$ cat src/design/gdsi_pkg.sv
// Constants, register map and state type for the guard door speed interlock
package gdsi_pkg;

	// ----------------------------------------------------------------
	// Clock and time base
	// ----------------------------------------------------------------
	localparam int CLK_HZ = 40_000_000;
	localparam int TICK_US = 1000;
	localparam int TICK_CYCLES = CLK_HZ / 1_000_000 * TICK_US;
	localparam int CHECK_DELAY_MS = 7300;
	localparam int STOP_TIMEOUT_MS = 2000;
	localparam int DISAGREE_MS = 50;

	// ----------------------------------------------------------------
	// Widths
	// ----------------------------------------------------------------
	localparam int SPEED_W = 16;
	localparam int TIMER_W = 16;
	localparam int PRE_W = 16;
	localparam int DIS_W = 8;

	// ----------------------------------------------------------------
	// Register offsets
	// ----------------------------------------------------------------
	localparam logic [7:0] OFS_CTRL = 8'h00;
	localparam logic [7:0] OFS_SPEED_LIMIT = 8'h04;
	localparam logic [7:0] OFS_STANDSTILL = 8'h08;
	localparam logic [7:0] OFS_CHECK_DELAY = 8'h0C;
	localparam logic [7:0] OFS_STOP_TIMEOUT = 8'h10;
	localparam logic [7:0] OFS_STATUS = 8'h14;
	localparam logic [7:0] OFS_SPEED = 8'h18;

	// ----------------------------------------------------------------
	// Field positions and reset values
	// ----------------------------------------------------------------
	localparam int CTRL_AUTO_BIT = 0;
	localparam int CTRL_STOP_BIT = 1;
	localparam logic CTRL_AUTO_RST = 1'b1;
	localparam logic [SPEED_W-1:0] SPEED_LIMIT_RST = 16'h0100;
	localparam logic [SPEED_W-1:0] STANDSTILL_RST = 16'h0008;
	localparam logic [TIMER_W-1:0] CHECK_DELAY_RST = TIMER_W'(CHECK_DELAY_MS);
	localparam logic [TIMER_W-1:0] STOP_TIMEOUT_RST = TIMER_W'(STOP_TIMEOUT_MS);
	localparam logic [DIS_W-1:0] DISAGREE_TICKS = DIS_W'(DISAGREE_MS);

	// ----------------------------------------------------------------
	// Sequencer states
	// ----------------------------------------------------------------
	typedef enum logic [2:0] {
		ST_RUN,
		ST_LS_WAIT,
		ST_LS_MON,
		ST_LOCK_WAIT,
		ST_STOP,
		ST_TQ_OFF
	} gdsi_state_e;

endpackage : gdsi_pkg

$ cat src/design/gdsi_interlock.sv
// Guard door unlock, limited speed and stop sequencer with APB registers
//
// Summary of operation
// Key held in limited-speed position is a level request; key removal ends it.
// Accept request only without safe-motion fault; request must stay high throughout.
// Accepted request tells motion application to reduce speed below active limit.
// Speed monitoring starts after programmable check delay, 7.3 s by default.
// Motion application brings and keeps speed below limit before delay expiry.
// After delay, speed below limit asserts door unlock.
// Speed not below limit after delay sets violation flag.
// Violation flag holds until limited-speed function is reset.
// Automatic restart resets limited-speed function on request drop without fault.
// Limit exceeded after delay requests controlled stop, then torque-off at standstill.
// Controlled stop reaching standstill issues torque-off.
// After delay-expiry stop, unlock once torque off and below standstill.
// Door unlocked or open outside limited-speed or stop mode asserts torque-off.
// Removing request after normal limited-speed operation issues door lock request.
// Recovery: close door, drop request, reset locks; falling edge releases torque-off.
// No motor start until door closed and door locked both asserted.
// After closing, motion stays blocked until locked and manual reset given.
// Operator controlled stop allows unlock at standstill with torque-off active.
// Uncommanded unlock or opening, or any safety fault, executes controlled stop.
// During stop check deceleration via speed feedback; torque-off at standstill.
// Motor reset blocked until safe running condition confirmed.
// Door closed and locked status read on two redundant channels.
// Any detected malfunction triggers controlled stop then torque-off.
// Persistent disagreement between door channels is a fault causing controlled stop.
`timescale 1ns/1ps

module gdsi_interlock
	import gdsi_pkg::*;
#(
	parameter int TICK_CYC = TICK_CYCLES
) (
	input wire logic pclk,
	input wire logic presetn,
	input wire logic psel,
	input wire logic penable,
	input wire logic pwrite,
	input wire logic [7:0] paddr,
	input wire logic [31:0] pwdata,
	output logic [31:0] prdata,
	output logic pready,
	output logic pslverr,
	input wire logic limited_speed_req,
	input wire logic [SPEED_W-1:0] speed,
	input wire logic door_closed_ch0,
	input wire logic door_closed_ch1,
	input wire logic door_locked_ch0,
	input wire logic door_locked_ch1,
	input wire logic safety_reset,
	input wire logic drive_fault,
	output logic door_unlock,
	output logic speed_reduce,
	output logic controlled_stop,
	output logic torque_off
);

	// ----------------------------------------------------------------
	// Registers and state
	// ----------------------------------------------------------------
	gdsi_state_e state_q;
	gdsi_state_e state_d;
	logic auto_q;
	logic [SPEED_W-1:0] limit_q;
	logic [SPEED_W-1:0] standstill_q;
	logic [TIMER_W-1:0] delay_q;
	logic [TIMER_W-1:0] stop_to_q;
	logic [PRE_W-1:0] pre_q;
	logic [TIMER_W-1:0] timer_q;
	logic [TIMER_W-1:0] timer_d;
	logic [SPEED_W-1:0] prev_speed_q;
	logic [DIS_W-1:0] dis_cnt_q;
	logic disagree_fault_q;
	logic ramp_fault_q;
	logic ramp_fault_d;
	logic viol_q;
	logic viol_d;
	logic cause_fault_q;
	logic cause_fault_d;
	logic lock_pending_q;
	logic lock_pending_d;
	logic rst_prev_q;
	logic door_unlock_q;
	logic speed_reduce_q;
	logic stop_q;
	logic torque_off_q;
	logic [31:0] prdata_q;
	logic pslverr_q;

	// ----------------------------------------------------------------
	// Bus decode
	// ----------------------------------------------------------------
	wire logic acc = psel & penable;
	wire logic wr = acc & pwrite;
	wire logic hit_ctrl = paddr == OFS_CTRL;
	wire logic hit_limit = paddr == OFS_SPEED_LIMIT;
	wire logic hit_still = paddr == OFS_STANDSTILL;
	wire logic hit_delay = paddr == OFS_CHECK_DELAY;
	wire logic hit_stopto = paddr == OFS_STOP_TIMEOUT;
	wire logic hit_status = paddr == OFS_STATUS;
	wire logic hit_speed = paddr == OFS_SPEED;
	wire logic hit_rw = hit_ctrl | hit_limit | hit_still | hit_delay | hit_stopto;
	wire logic hit_any = hit_rw | hit_status | hit_speed;
	wire logic bad_acc = setup_err(psel, penable, pwrite, hit_rw, hit_any);
	wire logic sw_stop = wr & hit_ctrl & pwdata[CTRL_STOP_BIT];

	function automatic logic setup_err(input logic s, input logic e, input logic w, input logic rw, input logic any);
		setup_err = s & ~e & (~any | (w & ~rw));
	endfunction : setup_err

	// ----------------------------------------------------------------
	// Door channels and speed compares
	// ----------------------------------------------------------------
	wire logic door_closed = door_closed_ch0 & door_closed_ch1;
	wire logic door_locked = door_locked_ch0 & door_locked_ch1;
	wire logic door_ok = door_closed & door_locked;
	wire logic door_bad = ~door_ok;
	wire logic disagree = (door_closed_ch0 ^ door_closed_ch1) | (door_locked_ch0 ^ door_locked_ch1);
	wire logic any_fault = drive_fault | disagree_fault_q | ramp_fault_q;
	wire logic below_limit = speed < limit_q;
	wire logic at_still = speed < standstill_q;
	wire logic rst_fall = rst_prev_q & ~safety_reset;
	wire logic tick = pre_q == PRE_W'(TICK_CYC - 1);
	wire logic timer_done = timer_q == '0;
	wire logic ramp_bad = tick & (speed > prev_speed_q);
	wire logic restart_ok = door_ok & ~limited_speed_req & ~drive_fault & ~disagree;
	wire logic ls_mode_d = (state_d == ST_LS_WAIT) | (state_d == ST_LS_MON) | (state_d == ST_LOCK_WAIT);

	// ----------------------------------------------------------------
	// Next state
	// ----------------------------------------------------------------
	always_comb begin
		state_d = state_q;
		viol_d = viol_q;
		ramp_fault_d = ramp_fault_q;
		cause_fault_d = cause_fault_q;
		case (state_q)
			ST_RUN: begin
				cause_fault_d = 1'b0;
				if (any_fault || door_bad) begin
					state_d = ST_STOP;
					cause_fault_d = 1'b1;
				end else if (sw_stop) begin
					state_d = ST_STOP;
				end else if (limited_speed_req && !viol_q) begin
					state_d = ST_LS_WAIT;
				end
			end
			ST_LS_WAIT: begin
				if (any_fault || door_bad) begin
					state_d = ST_STOP;
					cause_fault_d = 1'b1;
				end else if (!limited_speed_req) begin
					state_d = ST_LOCK_WAIT;
				end else if (timer_done && below_limit) begin
					state_d = ST_LS_MON;
				end else if (timer_done) begin
					state_d = ST_STOP;
					viol_d = 1'b1;
				end
			end
			ST_LS_MON: begin
				if (any_fault) begin
					state_d = ST_STOP;
					cause_fault_d = 1'b1;
				end else if (!below_limit) begin
					state_d = ST_STOP;
					viol_d = 1'b1;
				end else if (!limited_speed_req) begin
					state_d = ST_LOCK_WAIT;
				end
			end
			ST_LOCK_WAIT: begin
				if (any_fault) begin
					state_d = ST_STOP;
					cause_fault_d = 1'b1;
				end else if (!below_limit) begin
					state_d = ST_STOP;
					viol_d = 1'b1;
				end else if (limited_speed_req && door_ok) begin
					state_d = ST_LS_WAIT;
				end else if (door_ok && (auto_q || rst_fall)) begin
					state_d = ST_RUN;
				end
			end
			ST_STOP: begin
				if (ramp_bad || timer_done) begin
					state_d = ST_TQ_OFF;
					ramp_fault_d = 1'b1;
					cause_fault_d = 1'b1;
				end else if (at_still) begin
					state_d = ST_TQ_OFF;
				end
			end
			ST_TQ_OFF: begin
				if (lock_pending_q && rst_fall && restart_ok) begin
					state_d = ST_RUN;
					viol_d = 1'b0;
					ramp_fault_d = 1'b0;
				end
			end
			default: begin
				state_d = ST_STOP;
				cause_fault_d = 1'b1;
			end
		endcase
		if (!limited_speed_req && ls_mode_d && !any_fault && !viol_q) begin
			viol_d = 1'b0;
		end
	end

	// ----------------------------------------------------------------
	// Timer load and reset press tracking
	// ----------------------------------------------------------------
	always_comb begin
		timer_d = timer_q;
		if (state_d != state_q && state_d == ST_LS_WAIT) begin
			timer_d = delay_q;
		end else if (state_d != state_q && state_d == ST_STOP) begin
			timer_d = stop_to_q;
		end else if (tick && !timer_done) begin
			timer_d = timer_q - TIMER_W'(1);
		end
	end

	assign lock_pending_d = (state_q == ST_TQ_OFF) & (state_d == ST_TQ_OFF) & (lock_pending_q | safety_reset);

	// ----------------------------------------------------------------
	// Sequencer registers
	// ----------------------------------------------------------------
	always_ff @(posedge pclk or negedge presetn) begin
		if (!presetn) begin
			state_q <= ST_TQ_OFF;
			timer_q <= '0;
			viol_q <= 1'b0;
			ramp_fault_q <= 1'b0;
			cause_fault_q <= 1'b1;
			lock_pending_q <= 1'b0;
			rst_prev_q <= 1'b0;
		end else begin
			state_q <= state_d;
			timer_q <= timer_d;
			viol_q <= viol_d;
			ramp_fault_q <= ramp_fault_d;
			cause_fault_q <= cause_fault_d;
			lock_pending_q <= lock_pending_d;
			rst_prev_q <= safety_reset;
		end
	end

	// ----------------------------------------------------------------
	// Millisecond tick, ramp sample, channel disagreement
	// ----------------------------------------------------------------
	always_ff @(posedge pclk or negedge presetn) begin
		if (!presetn) begin
			pre_q <= '0;
			prev_speed_q <= '0;
		end else begin
			pre_q <= tick ? '0 : pre_q + PRE_W'(1);
			if (state_q != ST_STOP || tick) begin
				prev_speed_q <= speed;
			end
		end
	end

	always_ff @(posedge pclk or negedge presetn) begin
		if (!presetn) begin
			dis_cnt_q <= '0;
			disagree_fault_q <= 1'b0;
		end else begin
			if (!disagree) begin
				dis_cnt_q <= '0;
			end else if (tick && dis_cnt_q != DISAGREE_TICKS) begin
				dis_cnt_q <= dis_cnt_q + DIS_W'(1);
			end
			if (disagree && dis_cnt_q == DISAGREE_TICKS) begin
				disagree_fault_q <= 1'b1;
			end else if (state_d == ST_RUN && state_q == ST_TQ_OFF) begin
				disagree_fault_q <= 1'b0;
			end
		end
	end

	// ----------------------------------------------------------------
	// Outputs to door, motion application and drive
	// ----------------------------------------------------------------
	wire logic unlock_d = (state_d == ST_LS_MON)
		| ((state_d == ST_TQ_OFF) & ~cause_fault_d & at_still & ~lock_pending_d);
	wire logic tq_off_d = (state_d == ST_TQ_OFF)
		| (door_bad & ~ls_mode_d & (state_d != ST_STOP));

	always_ff @(posedge pclk or negedge presetn) begin
		if (!presetn) begin
			door_unlock_q <= 1'b0;
			speed_reduce_q <= 1'b0;
			stop_q <= 1'b0;
			torque_off_q <= 1'b1;
		end else begin
			door_unlock_q <= unlock_d;
			speed_reduce_q <= ls_mode_d;
			stop_q <= state_d == ST_STOP;
			torque_off_q <= tq_off_d;
		end
	end

	assign door_unlock = door_unlock_q;
	assign speed_reduce = speed_reduce_q;
	assign controlled_stop = stop_q;
	assign torque_off = torque_off_q;

	// ----------------------------------------------------------------
	// Configuration registers
	// ----------------------------------------------------------------
	always_ff @(posedge pclk or negedge presetn) begin
		if (!presetn) begin
			auto_q <= CTRL_AUTO_RST;
			limit_q <= SPEED_LIMIT_RST;
			standstill_q <= STANDSTILL_RST;
			delay_q <= CHECK_DELAY_RST;
			stop_to_q <= STOP_TIMEOUT_RST;
		end else if (wr) begin
			if (hit_ctrl) begin
				auto_q <= pwdata[CTRL_AUTO_BIT];
			end
			if (hit_limit) begin
				limit_q <= pwdata[SPEED_W-1:0];
			end
			if (hit_still) begin
				standstill_q <= pwdata[SPEED_W-1:0];
			end
			if (hit_delay) begin
				delay_q <= pwdata[TIMER_W-1:0];
			end
			if (hit_stopto) begin
				stop_to_q <= pwdata[TIMER_W-1:0];
			end
		end
	end

	// ----------------------------------------------------------------
	// Read data, captured in the setup cycle
	// ----------------------------------------------------------------
	wire logic [31:0] status_word = {20'h00000, torque_off_q, stop_q, speed_reduce_q, door_unlock_q,
		door_ok, drive_fault, ramp_fault_q, disagree_fault_q, viol_q, state_q};
	wire logic [31:0] rd_mux =
		hit_ctrl ? {30'h00000000, 1'b0, auto_q} :
		hit_limit ? {16'h0000, limit_q} :
		hit_still ? {16'h0000, standstill_q} :
		hit_delay ? {16'h0000, delay_q} :
		hit_stopto ? {16'h0000, stop_to_q} :
		hit_status ? status_word :
		hit_speed ? {16'h0000, speed} : 32'h00000000;

	always_ff @(posedge pclk or negedge presetn) begin
		if (!presetn) begin
			prdata_q <= 32'h00000000;
			pslverr_q <= 1'b0;
		end else if (psel && !penable) begin
			prdata_q <= pwrite ? 32'h00000000 : rd_mux;
			pslverr_q <= bad_acc;
		end
	end

	assign prdata = prdata_q;
	assign pready = 1'b1;
	assign pslverr = pslverr_q & acc;

endmodule : gdsi_interlock

$ cat config.mk
export PLATFORM = sky130hd
export DESIGN_NAME = gdsi_interlock
export DESIGN_NICKNAME = d
export VERILOG_FILES = /design/src/design/gdsi_pkg.sv /design/src/design/gdsi_interlock.sv
export SDC_FILE = /design/constraint.sdc
export NUM_CORES = 1
export LEC_CHECK = 0
export ABC_AREA = 1
export ABC_CLOCK_PERIOD_IN_PS = 2700
export BUFFER_PORTS_ARGS = -buffer_cell sky130_fd_sc_hd__buf_2
export CAP_MARGIN = 20
export CORE_MARGIN = 1.5
export CORE_UTILIZATION = 55
export CTS_CLUSTER_DIAMETER = 50
export DETAILED_ROUTE_END_ITERATION = 8
export PLACE_DENSITY = 0.86
export SKIP_CTS_REPAIR_TIMING = 1
export SLEW_MARGIN = 10
export SYNTH_ARGS = -nofsm -noshare
export SYNTH_HDL_FRONTEND = slang
export SYNTH_SLANG_ARGS = --single-unit
$ cat constraint.sdc
create_clock -name pclk -period 2.7 [get_ports pclk]
set_input_delay 0.135 -clock pclk [delete_from_list [all_inputs] [get_ports pclk]]
set_output_delay 0.135 -clock pclk [all_outputs]
set_load 0.02 [all_outputs]
### After elaboration in Yosys (flattened, before gate mapping)

Index checks and enable logic that the tools add are counted.

| word-level totals | value |
|---|---|
| word-level logic and storage cells | 202 |
| output and inout bits | 38 |
| register bits | 167 |
| bits of input ports | 68 |

| operators by class | value |
|---|---|
| bitwise logic cells | 51 |
| eq/ne operators | 32 |
| mux-type cells | 50 |
| reductions and logical operators | 41 |
| order comparisons | 3 |
| add/sub/neg operators | 3 |

Operators with widths:

| operator | count |
|---|---|
| $mux 16 | 12 |
| $mux 3 | 17 |
| $lt 16x16->1 | 2 |
| $eq 8x5->1 const B | 3 |
| $and 1x1->1 | 23 |
| $ne 3x3->1 const B | 7 |
| $pmux 3 s6 | 1 |
| $add 16x1->16 const B | 1 |
| $eq 16x16->1 const B | 1 |
| $eq 8x4->1 const B | 2 |
| $gt 16x16->1 | 1 |
| $logic_and 1x1->1 | 16 |
| $logic_not 16->1 | 1 |
| $mux 8 | 2 |
| $sub 16x1->16 const B | 1 |
| $mux 1 | 15 |
| $or 1x1->1 | 15 |
| $eq 3x2->1 const B | 4 |
| $eq 3x3->1 const B | 4 |
| $not 1->1 | 11 |
| $reduce_and 2->1 | 5 |
| $add 8x1->8 const B | 1 |
| $eq 8x3->1 const B | 1 |
| $eq 8x6->1 const B | 1 |
| 20 further kinds | 33 |

### Depth between registers and ports, before layout

| logic depth | value |
|---|---|
| depth after elaboration | 17 |
| mapped depth | 25 |
| gate-level depth less buffers | 24 |

### Least setup slack after synthesis

No wires, ideal clock.

| timing path | value |
|---|---|
| path kind | reg2reg |
| start | register limit_q[8] |
| end | register timer_q[11] |
| arrival time | 2280 ps |
| buffers on the path | 2 |
| path slack | 302 ps |
| setup time | 117 ps |
| required time | 2583 ps |
| cell stages (with the launch flop) | 20 |
| clock period less this slack | 2398 ps |
| cell sequence | dfstp_2 > inv_1 > ha_1 > nand2_1 > inv_1 > o21ai_0 > a21oi_1 > nor2_1 > nand4_1 > nand2_1 > inv_2 > nand3_1 > nand2_1 > nand3_2 > buf_6 > nand2_4 > buf_6 > or2_0 > nand3_1 > nand2_1 |

| between the ends | value |
|---|---|
| longest elaborated chain between the ends | 10 |
| elaborated cells on any way between the ends | 18 |
| classes of those cells | 1 x order compare; 3 x eq/ne; 10 x mux; 4 x reduce/logical |

Ends and longest elaborated chain:

| what | line | RTL |
|---|---|---|
| from (decl) | gdsi_interlock.sv:65 | `logic [SPEED_W-1:0] limit_q;` |
| from (signal assigned) | gdsi_interlock.sv:327 | `limit_q <= pwdata[SPEED_W-1:0];` |
| $lt 16x16->1 * | gdsi_interlock.sv:121 | `wire logic below_limit = speed < limit_q;` |
| $logic_and 1x1->1 | gdsi_interlock.sv:156 | `end else if (timer_done && below_limit) begin` |
| $mux 3 | gdsi_interlock.sv:156 |  |
| $mux 3 | gdsi_interlock.sv:154 | `end else if (!limited_speed_req) begin` |
| $mux 3 | gdsi_interlock.sv:151 | `if (any_fault \|\| door_bad) begin` |
| $pmux 3 s6 * | gdsi_interlock.sv:138 | `case (state_q)` |
| $ne 3x3->1 / $eq 3x3->1 (equally long branches) | gdsi_interlock.sv:218, gdsi_interlock.sv:220 |  |
| $logic_and 1x1->1 | gdsi_interlock.sv:220 | `end else if (state_d != state_q && state_d == ST_STOP) begin` |
| $mux 16 | gdsi_interlock.sv:220 |  |
| $mux 16 | gdsi_interlock.sv:218 | `if (state_d != state_q && state_d == ST_LS_WAIT) begin` |
| to (signal assigned) | gdsi_interlock.sv:243 | `timer_q <= timer_d;` |
| to (decl) | gdsi_interlock.sv:70 | `logic [TIMER_W-1:0] timer_q;` |

Mark *: on every way between the ends. The rest lies on a longest branch, timed or not.
A chain may end at the register's enable or synchronous reset.

### Final worst setup path

| timing path | value |
|---|---|
| start | register limit_q[13] |
| end | register timer_q[6] |

The elaborated chain is that of the path after synthesis.

==> metrics.cfg <==
[floorplan]
die_h_um=132
std_cell_rows=46
dieArea_mm2=0.0173
io_pins=106
core-area_mm2=0.0160
start_util_pct=56.9
die_width_um=132

[min_path]
min_to=prev_speed_q[9]
worst_hold_path.num_cells=3
min_path_type=in2reg
hold_start=speed[9]

[placed_design]
port_buffers=72
gp_congestion=0.927
placed_area_mm2=0.00997
hpwl_mm=18.5

[pwr]
p_leak_uw=0.00544
clkPwrFrac_pct=28.2
switching_share_pct=38.7
switchingPower_uw=3250
vdd_drop_max_v=0.000559
p_seq_share_pct=33.0
p_per_area_mw_per_mm2=764
p_int_uw=5150
comb_power_share_pct=38.8

[grt]
overflow=0
groute.usage.overall_pct=29.5
antenna_found_initial=0
grt_start_max_net_pins=60
grt_pass1_wl_mm=40.9
grt_pass1_vias=8320

[timing]
period_share_pct=108
maxSlewViolCount=0
maxSlewHeadroom_pct=36.9
tightestPinTransition_ps=944
fin_ws_ps=-204
rsz0062_at_grt=yes
setup_viol=16
max_clock_freq_ghz=0.344
hold_viol=0
clock_skew_ps=9.59
period_needed_ps=2900

[final_layout]
nets=1433
register_area_mm2=0.00380
multiInputGateArea_mm2=0.00472
area_growth_pct=20.7
final_util_pct=68.7
drive_gt1_share_pct=20.9
n_antenna_cell=0
nFillCells=1262
stdcell_area_mm2=0.0110

[setup_path]
cp_slowest_cell=dfrtp_1
cp_cell_sequence=inv_1 -> ha_1 -> nand4_1 -> a21oi_1 -> nor2_1 -> buf_4 -> nand4_1 -> nand2_1 -> buf_6 -> nor2_4 -> nand3_2 -> nor2_4 -> buf_8 -> nand3_1 -> nand3_1 -> nand2_1 -> nand2_1 -> nand2_1
regToRegSetupSlack_ps=-200
rr_worst_depth=18
cp_max_fo=15
startpoint_type=flop
end_kind=flop
cp_slowest_stage_delay_ps=360
r2r-start=limit_q[13]
r2r_end=timer_q[6]
cpMostUsedCell=nand2_1
cp.required_ps=3030
crit_type=reg2reg
worstPathArrival_ps=3230

[synthesis]
synth-main-ff-cell=dfrtp_1
synth_edf_count=0
seq_area_frac_synth_pct=41.8
yosysWarningCount=0
synthCells=1189
avgSynthCellArea_um2=7.66
syn_area_mm2=0.00910
ys_types=51
synth_seq_cells=151
ys_async_sr_fraction_pct=100

[cts]
insertion_delay_ps=440
cts.sink_count=151
cts-root-buf=clkbuf_16
cts_tree=done
numCtsBuffers=17
clk_pin_slew_worst_paths_ps=70
cts_max_path_buffers=2
htree_levels=4

[routing]
first_pass_iters=7
wl_per_cell_um=17.3
post_drt_via_cell_ratio=5.78
drc_errors=0
drt_iter0_drc=970
antenna_left=0
routed_wl_mm=26.7
detailroute.via_count=8914

[run]
max_cap_violations=0

[outcome]
status=finished with violations
violations=negative setup slack

==> cell usage in the layout, fill, tap and decap left out, types with 4 or more instances in the layout <==
cell,n
ha_4,6
nand2_4,7
ha_1,46
buf_2,71
a211oi_1,6
nor2_4,6
dfrtp_1,133
o211ai_1,10
nor4_1,4
nor3_1,14
nand2_2,22
inv_2,11
inv_6,6
clkinv_4,4
nand3_1,58
nor2_1,79
nor2_2,11
buf_4,56
o2111ai_1,7
a21oi_1,46
nand2_1,286
nand4_1,13
xor2_1,12
inv_1,154
nand3_2,10
a21oi_2,4
o21ai_0,111
conb_1,17
a32o_1,16
clkinv_1,4
dfstp_2,18
buf_6,5
or2_0,5
clkbuf_16,19
==> sequential cells by signal, summed over array words and instances (netlist names), 3 cells and up <==
signal,flops
timer_q,16
delay_q,16
standstill_q,16
prev_speed_q,16
dis_cnt_q,8
limit_q,16
prdata,16
state_q,3
pre_q,16
stop_to_q,16
==> cell type report <==
class / count / share of cell area, %
Multi-Input combinational cell: 833 / 42.9
Sequential cell: 151 / 34.6
Timing Repair Buffer: 140 / 8.89
Inverter: 170 / 5.83
Clock buffer: 18 / 4.00
Tap cell: 216 / 2.46
Clock inverter: 14 / 1.28
==> power groups by stage <==
stage	sequential [uW]	combinational [uW]	clock, uW
final	2770	3260	2370
after global routing	2790	3580	2470
after CTS	2750	2550	2350
after detailed placement	2790	2500	0
after global placement	2780	2420	0
after floorplan	2770	1790	0
==> cell families (layout without fill, tap and decap cells) <==
logic type,count (synthesis),in the layout,synth area share [%]
DFF,151,151,41.8
other,2,17,0.0825
adders and majority gates,52,52,7.15
buffers and inverters,220,342,10.2
and+or+nand+nor,530,530,25.3
xor gates and xnor gates,14,14,1.35
AOI/OAI and AO/OA,220,220,14.1
==> synthesized netlist by cell type (12+ instances only) <==
| cell | count | share of area, % |
|---|---|---|
| dfrtp_1 | 133 | 37 |
| nand3_1 | 67 | 3.7 |
| buf_4 | 18 | 1.5 |
| a21oi_1 | 50 | 2.7 |
| clkbuf_1 | 24 | 0.99 |
| a32o_1 | 16 | 1.8 |
| nand4_1 | 13 | 0.89 |
| nand2_1 | 309 | 13 |
| dfstp_2 | 18 | 5.2 |
| ha_1 | 52 | 7.1 |
| o21ai_0 | 112 | 6.2 |
| nor3_1 | 14 | 0.77 |
| inv_1 | 158 | 6.5 |
| xor2_1 | 12 | 1.2 |
| nor2_1 | 86 | 3.5 |
==> metrics by stage <==
step / TNS [ps] / power [uW] / setup slack, ps / cells / hold slack [ps]
finish: -2690 / 8400 / -204 / 1542 / 8.85
global placement: -31.2 / 5190 / -13.6 / 1499 / 38.4
global route: -4540 / 8840 / -322 / 1542 / 23.7
floorplan: 0 / 4560 / 302 / 1204 / -161
CTS: -1960 / 7650 / -190 / 1531 / -415
detailed placement: -1150 / 5290 / -103 / 1499 / 41.5
==> per-layer routing <==
layer  track usage, %  vias to the layer above  routed length [um]
li1                 -                     4100                   -
met1             39.2                     4217               10700
met2             47.4                      491               12600
met3             4.67                      106                2050
met4             13.6                        0                1270
met5                0                        -                   0
==> how the worst max path moves through the flow <==
stage	start	endpoint	slack, ps	cells after the start
floorplan	limit_q[8]	timer_q[11]	300	19
global placement	standstill_q[9]	timer_q[10]	-10	16
detailed placement	standstill_q[3]	timer_q[15]	-100	17
CTS	standstill_q[3]	timer_q[5]	-190	20
global route	timer_q[1]	timer_q[1]	-320	20
finish	limit_q[13]	timer_q[6]	-200	18
==> critical path, delay by kind of cell, from the launching register on <==
kind | cells | cell delay [ps]
buffers and inverters | 4 | 580
AOI/OAI and AO/OA | 1 | 200
adders and majority gates | 1 | 300
DFF | 1 | 360
and+or+nand+nor | 12 | 1360
Note: power is estimated with default switching activity, not from simulation.
